### config.mk
export PLATFORM = sky130hd
export DESIGN_NAME = acmp_pair
export DESIGN_NICKNAME = d
export VERILOG_FILES = /design/src/common/acmp_pkg.sv /design/src/hw/edge_unit.sv /design/src/hw/acmp_pair.sv
export VERILOG_INCLUDE_DIRS = /design/src /design/src/common
export SDC_FILE = /design/constraint.sdc
export NUM_CORES = 1
export LEC_CHECK = 0
export CAP_MARGIN = 20
export CORE_MARGIN = 4
export CORE_UTILIZATION = 47
export CTS_CLUSTER_DIAMETER = 80
export DETAILED_ROUTE_END_ITERATION = 7
export DONT_BUFFER_PORTS = 1
export HOLD_SLACK_MARGIN = 0.1
export PLACE_DENSITY_LB_ADDON = 0.25
export SLEW_MARGIN = 0
export SYNTH_ARGS = -nofsm -noshare
export SYNTH_HDL_FRONTEND = slang
export SYNTH_SLANG_ARGS = --single-unit
### constraint.sdc
create_clock -name mclk_i -period 5.4 [get_ports mclk_i]
set_clock_uncertainty 0.2 [all_clocks]
set_input_delay 1.08 -clock mclk_i [delete_from_list [all_inputs] [get_ports mclk_i]]
set_output_delay 1.08 -clock mclk_i [all_outputs]
set_load 0.01 [all_outputs]
### src/common/acmp_cfg.svh
`ifndef ACMP_CFG_SVH
`define ACMP_CFG_SVH
// Register byte addresses; control registers keep their index, address is four times it
`define CMP0_CTRL_IDX      8'h00
`define CMP1_CTRL_IDX      8'h01
`define CMP0_CTRL_ADDR     12'h000
`define CMP1_CTRL_ADDR     12'h004
`define CMP0_SEL_ADDR      12'h008
`define CMP1_SEL_ADDR      12'h00C
`define OUT_CTRL_ADDR      12'h010
`define WIN_CTRL_ADDR      12'h014
`define STATUS_ADDR        12'h018
`define IRQ_MASK_ADDR      12'h01C
`define EVT_VECTOR_ADDR    12'h020
// Control register fields
`define CTRL_EN_BIT        0
`define CTRL_HYS_LSB       1
`define CTRL_LVL_LSB       4
`define CTRL_EDGE_LSB      6
// Selector fields
`define SEL_NEG_LSB        0
`define SEL_POS_LSB        3
// Window control fields
`define WIN_LVL_LSB        0
`define WIN_MODE_LSB       2
`define WIN_EN_BIT         4
// Status fields
`define ST_IF0_BIT         0
`define ST_IF1_BIT         1
`define ST_WIN_FLAG_BIT    2
`define ST_STATE0_BIT      4
`define ST_STATE1_BIT      5
`define ST_WSTATE_LSB      6
// Edge codes
`define EDGE_TOGGLE        2'h0
`define EDGE_FALL          2'h2
`define EDGE_RISE          2'h3
// Window codes
`define WIN_ABOVE          2'h0
`define WIN_INSIDE         2'h1
`define WIN_BELOW          2'h2
`define WIN_OUTSIDE        2'h3
// Input select codes
`define NEG_BANDGAP        3'h6
`define NEG_SCALER         3'h7
`define NEG_RESERVED       3'h5
`define POS_RESERVED       3'h7
`define REG_RESET          8'h00
`endif

### src/common/acmp_pkg.sv
package acmp_pkg;
   // Per-comparator control fields
   typedef struct packed {
      logic [1:0] edge_trigger_select;
      logic [1:0] irq_priority_level;
      logic       rsvd;
      logic [1:0] hysteresis_select;
      logic       enable;
   } comparator_control_t;

   // Input selector fields
   typedef struct packed {
      logic [1:0] rsvd;
      logic [2:0] positive_input_select;
      logic [2:0] negative_input_select;
   } comparator_input_select_t;

   // Analog core drive for one comparator
   typedef struct packed {
      logic       enable;
      logic [1:0] hysteresis_select;
      logic [2:0] positive_input_select;
      logic [2:0] negative_input_select;
   } analog_drive_t;

   // Bus data phase state
   typedef enum logic [1:0] {
      BUS_IDLE  = 2'b00,
      BUS_WRITE = 2'b01,
      BUS_READ  = 2'b11
   } bus_state_t;
endpackage

### src/hw/edge_unit.sv
`include "acmp_cfg.svh"
module edge_unit (
   // Clock and reset
   input  wire logic       mclk_i,
   input  wire logic       resetn_i,
   // Configuration
   input  wire logic       enable_i,
   input  wire logic [1:0] edge_trigger_select_i,
   // Comparator raw output
   input  wire logic       raw_i,
   // Results
   output logic            state_o,
   output logic            hit_o
);
   typedef struct packed {
      logic sync1_r;
      logic sync2_r;
      logic prev_r;
      logic armed_r;
      logic hit_r;
   } st_t;
   st_t st_r;
   st_t st_nxt;
   logic rise;
   logic fall;

   // Synchronise, then compare against last sampled level
   always_comb begin
      st_nxt         = st_r;
      st_nxt.sync1_r = raw_i;
      st_nxt.sync2_r = st_r.sync1_r;
      st_nxt.prev_r  = st_r.sync2_r;
      st_nxt.armed_r = enable_i;
      rise           = st_r.sync2_r & ~st_r.prev_r;
      fall           = ~st_r.sync2_r & st_r.prev_r;
      // Disabled or just-enabled: prev may be stale, so no edge
      if (!(enable_i && st_r.armed_r)) begin
         st_nxt.hit_r = 1'b0;
      end else begin
         case (edge_trigger_select_i)
            `EDGE_TOGGLE: st_nxt.hit_r = rise | fall;
            `EDGE_FALL:   st_nxt.hit_r = fall;
            `EDGE_RISE:   st_nxt.hit_r = rise;
            default:      st_nxt.hit_r = 1'b0; // Reserved code fires nothing
         endcase
      end
   end

   always_ff @(posedge mclk_i) begin
      if (!resetn_i) begin
         st_r <= '0;
      end else begin
         st_r <= st_nxt;
      end
   end

   assign state_o = st_r.sync2_r & enable_i;
   assign hit_o   = st_r.hit_r;
endmodule // edge_unit

### src/hw/acmp_pair.sv
// The AHB-Lite interface to the registers was chosen for this implementation.
`include "acmp_cfg.svh"
module acmp_pair (
   // Clock and reset
   input  wire logic                      mclk_i,
   input  wire logic                      resetn_i,
   // AHB-Lite slave
   input  wire logic                      hsel_i,
   input  wire logic [11:0]               haddr_i,
   input  wire logic [1:0]                htrans_i,
   input  wire logic                      hwrite_i,
   input  wire logic [2:0]                hsize_i,
   input  wire logic [31:0]               hwdata_i,
   input  wire logic                      hready_i,
   output logic      [31:0]               hrdata_o,
   output logic                           hreadyout_o,
   output logic                           hresp_o,
   // Analog cores: drive and raw outputs
   output acmp_pkg::analog_drive_t        core0_drive_o,
   output acmp_pkg::analog_drive_t        core1_drive_o,
   input  wire logic                      core0_raw_i,
   input  wire logic                      core1_raw_i,
   // Pin outputs of comparator state
   output logic                           cmp0_pin_o,
   output logic                           cmp0_pin_oe_o,
   output logic                           cmp1_pin_o,
   output logic                           cmp1_pin_oe_o,
   // Events and interrupts
   output logic                           cmp0_event_o,
   output logic                           cmp1_event_o,
   output logic                           window_event_o,
   input  wire logic [2:0]                vector_ack_i,
   output logic [1:0]                     cmp0_irq_level_o,
   output logic [1:0]                     cmp1_irq_level_o,
   output logic [1:0]                     window_irq_level_o,
   output logic                           irq_o
);
   typedef struct packed {
      acmp_pkg::comparator_control_t      ctrl0_r;
      acmp_pkg::comparator_control_t      ctrl1_r;
      acmp_pkg::comparator_input_select_t sel0_r;
      acmp_pkg::comparator_input_select_t sel1_r;
      logic [1:0]                         out_en_r;
      logic [4:0]                         win_r;
      logic [2:0]                         flags_r;
      logic [2:0]                         mask_r;
      logic [1:0]                         wstate_prev_r;
      logic                               win_armed_r;
      logic [2:0]                         event_r;
      acmp_pkg::bus_state_t               bus_r;
      logic [11:0]                        addr_r;
      logic [31:0]                        rdata_r;
   } st_t;
   st_t st_r;
   st_t st_nxt;

   logic       state0;
   logic       state1;
   logic       hit0;
   logic       hit1;
   logic [1:0] wstate;
   logic       win_en;
   logic       win_hit;
   logic [2:0] hits;
   logic [2:0] ena;
   logic [7:0] status_byte;
   logic [7:0] rd_byte;
   logic [2:0] w1c;

   // Reserved selector codes leave the input disconnected (drives off)
   function automatic logic sel_ok(input logic [2:0] pos, input logic [2:0] neg);
      sel_ok = (pos != `POS_RESERVED) && (neg != `NEG_RESERVED);
   endfunction

   // Reserved hysteresis code falls back to none
   function automatic logic [1:0] hys_map(input logic [1:0] h);
      hys_map = (h == 2'h3) ? 2'h0 : h;
   endfunction

   // Drive of one analog core from its registers
   function automatic acmp_pkg::analog_drive_t drive(
      input acmp_pkg::comparator_control_t      c,
      input acmp_pkg::comparator_input_select_t s);
      drive.enable                = c.enable &
                                    sel_ok(s.positive_input_select,
                                           s.negative_input_select);
      drive.hysteresis_select     = hys_map(c.hysteresis_select);
      drive.positive_input_select = s.positive_input_select;
      drive.negative_input_select = s.negative_input_select;
   endfunction

   // Core drives come straight from registers
   assign core0_drive_o = drive(st_r.ctrl0_r, st_r.sel0_r);
   assign core1_drive_o = drive(st_r.ctrl1_r, st_r.sel1_r);

   // Core raw output is high only for pos above neg; sync and edges here
   edge_unit u_edge0 (
      .mclk_i                (mclk_i),
      .resetn_i              (resetn_i),
      .enable_i              (core0_drive_o.enable),
      .edge_trigger_select_i (st_r.ctrl0_r.edge_trigger_select),
      .raw_i                 (core0_raw_i),
      .state_o               (state0),
      .hit_o                 (hit0)
   );
   edge_unit u_edge1 (
      .mclk_i                (mclk_i),
      .resetn_i              (resetn_i),
      .enable_i              (core1_drive_o.enable),
      .edge_trigger_select_i (st_r.ctrl1_r.edge_trigger_select),
      .raw_i                 (core1_raw_i),
      .state_o               (state1),
      .hit_o                 (hit1)
   );

   // Window position: comparator 0 high bound, comparator 1 low bound
   assign win_en = st_r.win_r[`WIN_EN_BIT] & core0_drive_o.enable
                   & core1_drive_o.enable;
   always_comb begin
      if (!win_en) begin
         wstate = `WIN_ABOVE;
      end else if (state0 && state1) begin
         wstate = `WIN_ABOVE;
      end else if (!state0 && state1) begin
         wstate = `WIN_INSIDE;
      end else if (!state0 && !state1) begin
         wstate = `WIN_BELOW;
      end else begin
         wstate = `WIN_OUTSIDE;
      end
   end

   // Window trigger on entering the selected region
   always_comb begin
      win_hit = 1'b0;
      if (win_en && st_r.win_armed_r && wstate != st_r.wstate_prev_r) begin
         case (st_r.win_r[`WIN_MODE_LSB +: 2])
            `WIN_ABOVE:   win_hit = (wstate == `WIN_ABOVE);
            `WIN_INSIDE:  win_hit = (wstate == `WIN_INSIDE);
            `WIN_BELOW:   win_hit = (wstate == `WIN_BELOW);
            `WIN_OUTSIDE: win_hit = (wstate != `WIN_INSIDE);
            default:      win_hit = 1'b0;
         endcase
      end
   end

   assign hits = {win_hit, hit1, hit0};
   assign ena  = {st_r.win_r[`WIN_LVL_LSB +: 2] != 2'h0,
                  st_r.ctrl1_r.irq_priority_level != 2'h0,
                  st_r.ctrl0_r.irq_priority_level != 2'h0};

   // Status byte as software sees it
   assign status_byte = {wstate, state1, state0, 1'b0, st_r.flags_r};

   // Read mux, unmapped addresses read zero
   always_comb begin
      case (haddr_i & 12'hFFC)
         `CMP0_CTRL_ADDR:  rd_byte = st_r.ctrl0_r;
         `CMP1_CTRL_ADDR:  rd_byte = st_r.ctrl1_r;
         `CMP0_SEL_ADDR:   rd_byte = st_r.sel0_r;
         `CMP1_SEL_ADDR:   rd_byte = st_r.sel1_r;
         `OUT_CTRL_ADDR:   rd_byte = {6'h00, st_r.out_en_r};
         `WIN_CTRL_ADDR:   rd_byte = {3'h0, st_r.win_r};
         `STATUS_ADDR:     rd_byte = status_byte;
         `IRQ_MASK_ADDR:   rd_byte = {5'h00, st_r.mask_r};
         `EVT_VECTOR_ADDR: rd_byte = {5'h00, st_r.event_r};
         default:          rd_byte = `REG_RESET;
      endcase
   end

   // Bus, registers, flags
   always_comb begin
      st_nxt             = st_r;
      w1c                = 3'h0;
      st_nxt.bus_r       = acmp_pkg::BUS_IDLE;
      st_nxt.event_r     = {win_hit, hit1, hit0};
      st_nxt.wstate_prev_r = wstate;
      st_nxt.win_armed_r = win_en;
      // Data phase of a write lands now
      if (st_r.bus_r == acmp_pkg::BUS_WRITE) begin
         case (st_r.addr_r)
            `CMP0_CTRL_ADDR: st_nxt.ctrl0_r = hwdata_i[7:0];
            `CMP1_CTRL_ADDR: st_nxt.ctrl1_r = hwdata_i[7:0];
            `CMP0_SEL_ADDR:  st_nxt.sel0_r  = {2'h0, hwdata_i[5:0]};
            `CMP1_SEL_ADDR:  st_nxt.sel1_r  = {2'h0, hwdata_i[5:0]};
            `OUT_CTRL_ADDR:  st_nxt.out_en_r = hwdata_i[1:0];
            `WIN_CTRL_ADDR:  st_nxt.win_r   = hwdata_i[4:0];
            `STATUS_ADDR:    w1c = hwdata_i[2:0];
            `IRQ_MASK_ADDR:  st_nxt.mask_r  = hwdata_i[2:0];
            default:         st_nxt.mask_r  = st_r.mask_r;
         endcase
         // Reserved control bit kept zero whatever software wrote
         st_nxt.ctrl0_r.rsvd = 1'b0;
         st_nxt.ctrl1_r.rsvd = 1'b0;
      end
      // Set beats clear; only enabled interrupts latch a flag
      st_nxt.flags_r = (st_r.flags_r & ~(w1c | vector_ack_i)) | (hits & ena);
      // Address phase capture; read data registered at once
      if (hsel_i && hready_i && htrans_i[1]) begin
         st_nxt.addr_r  = haddr_i & 12'hFFC;
         st_nxt.bus_r   = hwrite_i ? acmp_pkg::BUS_WRITE : acmp_pkg::BUS_READ;
         st_nxt.rdata_r = {24'h00_0000, rd_byte};
      end
   end

   always_ff @(posedge mclk_i) begin
      if (!resetn_i) begin
         st_r <= '0;
      end else begin
         st_r <= st_nxt;
      end
   end

   // Bus answers: zero wait, always OKAY
   assign hrdata_o    = st_r.rdata_r;
   assign hreadyout_o = 1'b1;
   assign hresp_o     = 1'b0;

   // Events and interrupt levels
   assign cmp0_event_o       = st_r.event_r[0];
   assign cmp1_event_o       = st_r.event_r[1];
   assign window_event_o     = st_r.event_r[2];
   assign cmp0_irq_level_o   = st_r.ctrl0_r.irq_priority_level;
   assign cmp1_irq_level_o   = st_r.ctrl1_r.irq_priority_level;
   assign window_irq_level_o = st_r.win_r[`WIN_LVL_LSB +: 2];
   assign irq_o              = |(st_r.flags_r & st_r.mask_r);

   // State to pins when routed
   assign cmp0_pin_o    = state0;
   assign cmp0_pin_oe_o = st_r.out_en_r[0];
   assign cmp1_pin_o    = state1;
   assign cmp1_pin_oe_o = st_r.out_en_r[1];
endmodule // acmp_pair

Yosys cells after proc, flatten, opt, wreduce, memory -nomap -nowiden
Index checks and enable logic that the tools add are counted. W data, S select, Z words.

Logic and storage cells: 134. Output and inout port bits: 66. Flip-flop bits (word level): 75. Input port bits: 59.

Multiplexer cells: 14. Bitwise gates (word level): 22. Equality and inequality tests: 33. Reduce and logical (&&, ||, !) cells: 33.

Operators with widths (number): $eq A10 B3 Y1 const B (8); $pmux W8 S9 (1); $eq A10 B2 Y1 const B (4); $logic_not A12 Y1 (2); $eq A10 B1 Y1 const B (2); $reduce_and A2 Y1 (10); $eq A2 B2 Y1 const B (9); $mux W2 (6); $ne A3 B3 Y1 const B (4); $logic_and A1 B1 Y1 (11); $and A1 B1 Y1 (10); $eq A10 B4 Y1 const B (1); $and A3 B3 Y3 (3); $logic_not A2 Y1 (4); $eq A2 B1 Y1 const B (3); $mux W3 (2); $or A3 B3 Y3 (2); $pmux W1 S3 (2); $reduce_bool A2 Y1 (3); $not A1 Y1 (4); $pmux W1 S4 (1); $not A3 Y3 (1); $reduce_or A3 Y1 (1); $logic_not A1 Y1 (2); other kinds (4) (6).

Depth between registers and ports, before layout
Depth in word-level cells: 15. Gate-level depth with buffers: 7. Gate-level depth less buffers: 7.

By module
From an unflattened synthesis, not the netlist that was laid out.

Cell total of the unflattened synthesis: 447. Area total of the unflattened synthesis: 3982.6 um2.

Modules (own cells, without submodules): acmp_pair (area each 3589.7 um2, instances 1, seq. area each 1301.2 um2, cells each 409); edge_unit (area each 196.4 um2, instances 2, seq. area each 100.1 um2, cells each 19).

Worst setup path after synthesis
OpenSTA, ideal clock, no wires.

Path type: input to register. From: input port haddr_i[6]. To: register st_r, in the netlist hrdata_o[7]. Library setup time: 0.074 ns. Stages: 5. Arrival: 2.201 ns. Buffers on the path: 0. Setup slack: 2.925 ns. Required time: 5.126 ns. Cells stage by stage: nor4_2 nand3b_1 nor4_1 a21oi_1 o21ai_0.

Word-level cells in the longest chain between the ends: 2. Elaborated cells on any way between the ends: 10. Classes of those cells: eq/ne (8); mux (1); reduce/logical (1).

RTL lines: from (decl) (RTL line acmp_pair.sv:9) `input wire logic [11:0] haddr_i,`; $eq A10 B4 Y1, or another cell as far along (RTL line acmp_pair.sv:157) `case (haddr_i & 12'hFFC)`; $pmux W8 S9 (*) (RTL line acmp_pair.sv:157); to (signal assigned) (RTL line acmp_pair.sv:210) `st_r <= st_nxt;`; to (decl) (RTL line acmp_pair.sv:54) `st_t st_r;`.

Every way passes the cells marked *; elsewhere a longest branch is shown, timed or not. A chain may end at the register's enable or synchronous reset.

Worst setup path after layout
From: register u_edge0.st_r, in the netlist u_edge0.st_nxt[2]. To: output port cmp0_pin_o.

Word-level cells in the longest chain between the ends: 1.

RTL lines: from (decl) (RTL line edge_unit.sv:22) `st_t st_r;`; from (signal assigned) (RTL line edge_unit.sv:53) `st_r <= st_nxt;`; $and A1 B1 Y1 (RTL line edge_unit.sv:57) `assign state_o = st_r.sync2_r & enable_i;`; to (decl) (RTL line acmp_pair.sv:24) `output logic cmp0_pin_o,`.

No other way between the ends.

==> summary.txt <==
Status
  – Status: finished clean

Die
  – Die H: 101 um
  – Num rows: 33
  – Initial Utilization: 0.491
  – DIE AREA: 10,300 um^2
  – IO Pins: 125
  – DIE WIDTH: 101 um
  – Core area: 8340 um^2

Clock tree
  – CTS tree: done
  – Post CTS Setup Buffer Count: 0
  – Sink Count: 75
  – CTS H-tree depth: 3
  – Worst skew pair latency: 0.34 ns
  – Post-CTS sizing: 0
  – Worst-path clk slew: 0.07 ns
  – CTS Hold Bufs: 0
  – Max Root-Sink Buffers: 2
  – Clock root cell: clkbuf_8
  – Total CTS buffers: 9

Global route
  – Gr ovfl total: 0
  – First-pass GRT wire length: 15.1 mm
  – Antenna violations before repair: 0
  – Vias in the first global route: 2,819
  – GRT Total Usage: 0.189
  – Largest net degree at the start of global routing: 75

Power and ir drop
  – NetSw: 0.226 mW
  – Tot Pwr: 0.966 mW
  – Clock Power Share: 0.368
  – Internal power: 0.739 mW
  – Sequential share of power: 0.586
  – Lkg Pwr: 1.46 nW
  – Power share of the combinational group: 0.045
  – Switch share: 0.234
  – Power density over cell area: 244 nW/um^2
  – Worst ir drop on vdd: 0.000191 V

Critical path
  – Critical-path cell list: nand4_1 > inv_1
  – Max stage delay cell, worst path: dfxtp_1
  – CP Buf/Inv Count: 1
  – CP Max Fanout: 11
  – Critical Path RT: 4.12 ns
  – Crit. End Element: output port
  – Delay-heaviest family, CP: flip-flops
  – CP startpoint kind: flop
  – Crit path DAT: 1.40 ns
  – Critical path class: reg -> out
  – Worst stage delay on the critical path: 0.60 ns

Final layout
  – Layout cells sized above 1: 0.0688
  – Filler Cell Count: 799
  – Footprint of the multi-input gates: 2130 um^2
  – Area grow syn2layout: -3.33%
  – ANT cells: 0
  – Register Area: 1500 um^2
  – Final nets: 470

Yosys
  – Post-synthesis cell area: 4090 um^2
  – Main synth FF type: dfxtp_1
  – Synth Instances: 446
  – Number of synthesized register bits: 75
  – Number of flops mapped to enable cells by yosys: 0
  – Ys async rst share: 0
  – Yosys cell types: 57
  – Sequential share of the synthesized area: 0.367
  – Yosys Warn Count: 0
  – Syn avg cell area: 9.18 um^2

Timing
  – Crit share post-route: 0.496
  – Final Setup Violations: 0
  – Final Hold Fails: 0
  – Setup TNS: 0 ns
  – RSZ-0062 raised after global routing: false
  – Max Freq: 373 MHz
  – Slew margin rel.: 0.503
  – Final Max Tran Viols: 0
  – Slew @ Worst Pin: 0.744 ns
  – Tmin final: 2.68 ns

Routing
  – Pre-Repair DR Iteration Count: 4
  – DRC Markers: 0
  – WL final: 9.34 mm
  – Drt first-iter violations: 147
  – Vias per inst: 5.58
  – Via count: 2,858
  – Wirelength per Cell: 18.2 um
  – Final ANT Viol Nets: 0

Placed design
  – Port bufs: 0
  – Placer congestion estimate: 0.857
  – DP Wirelength: 6.90 mm

Min path
  – HP Class: reg -> reg

Job
  – Max-Cap Viols: 0
## cell usage after synthesis, drive strengths merged (3+ instances only)
| master | number | area [um^2] |
|---|---|---|
| dfxtp | 75 | 1500 |
| buf | 62 | 450 |
| nand2 | 44 | 165 |
| nor2b | 40 | 250 |
| mux2i | 38 | 380 |
| a21boi | 18 | 135 |
| o21ai | 17 | 85.1 |
| clkbuf | 15 | 56.3 |
| and2 | 12 | 75.1 |
| inv | 12 | 45.0 |
| nor2 | 10 | 37.5 |
| nand3 | 9 | 50.1 |
| and3 | 8 | 50.1 |
| ha | 7 | 87.6 |
| nand3b | 7 | 52.6 |
| nand4 | 7 | 43.8 |
| nor4 | 7 | 80.1 |
| nor3 | 6 | 46.3 |
| nand2b | 5 | 31.3 |
| a211oi | 4 | 30.0 |
| a22oi | 4 | 30.0 |
| mux4 | 4 | 90.1 |
| mux2 | 3 | 33.8 |
## final timing paths
check	start	endpoint	slack [ns]	depth (start not counted)
worst max-delay path	u_edge0.st_nxt[2]	cmp0_pin_o	2.72	2
worst min-delay path	u_edge1.st_nxt[3]	u_edge1.st_nxt[2]	0.23	1
worst max register to register	core0_drive_o[1]	st_r[57]	3.17	5
worst min register to register	u_edge1.st_nxt[3]	u_edge1.st_nxt[2]	0.23	1
## stage by stage
step,util,hold WS (ns),area (um^2),instances,setup WS (ns)
global placement,0.457,0.215,3810,498,2.69
global route,0.474,0.246,3960,512,2.59
floorplan,-,0.212,4180,470,2.92
finish,0.474,0.233,3960,512,2.72
CTS,0.474,0.237,3960,512,2.67
detailed placement,0.457,0.219,3810,498,2.61
## logic make-up after synthesis
group                    after synthesis  share of synthesized area
AND/OR/NAND/NOR                      166                      0.246
buffers and inverters                 89                      0.135
flip-flops                            75                      0.367
AO/OA/AOI/OAI                         59                     0.0999
multiplexers                          45                      0.123
adder cells (fa/ha/maj)                7                     0.0214
XOR/XNOR                               3                    0.00642
other                                  2                    0.00183
## state kept, by name (all words and copies together), names as in the netlist, 2 cells and up
name	flops
cmp0_irq_level_o	2
cmp1_irq_level_o	2
core0_drive_o	6
core1_drive_o	6
hrdata_o	8
st_r	34
u_edge0.st_nxt	2
u_edge0.st_r	2
u_edge1.st_nxt	2
u_edge1.st_r	2
window_irq_level_o	2
## power by group through the flow
| stage | combinational (mW) | sequential, mW | clock [mW] |
|---|---|---|---|
| floorplan | 0.0687 | 0.575 | 0 |
| global placement | 0.0427 | 0.579 | 0 |
| detailed placement | 0.0435 | 0.579 | 0 |
| CTS | 0.0437 | 0.566 | 0.363 |
| global route | 0.0490 | 0.567 | 0.387 |
| finish | 0.0438 | 0.566 | 0.356 |
## area by class of cell
type | instances | share of cell area
inverter | 12 | 0.0114
multi-input combinational | 306 | 0.538
sequential | 75 | 0.379
clock buffer | 11 | 0.0332
clock inverter | 3 | 0.00443
tap | 105 | 0.0332
## per-layer routing
metal | share of wire | GRT usage
met4 | 0.014 | 0.0470
met1 | 0.44 | 0.251
met2 | 0.44 | 0.288
met5 | 0 | 0
met3 | 0.10 | 0.0778
## layout by cell type, fill, tap and decap left out, types with 3 or more instances in the layout
cell / instances
and3_1: 8
o21ai_0: 16
nand4_1: 7
clkbuf_8: 9
a22oi_1: 4
a211oi_1: 4
nand2_1: 44
and2_1: 12
nand3b_1: 7
nor3_1: 4
nand2b_1: 5
dfxtp_1: 75
mux2_2: 3
nand3_1: 8
a21boi_0: 18
mux2i_1: 38
inv_1: 12
mux4_2: 4
ha_1: 7
nor2b_1: 40
conb_1: 26
nor2_1: 10
nor4_1: 4
Note: power is estimated with default switching activity, not from simulation.
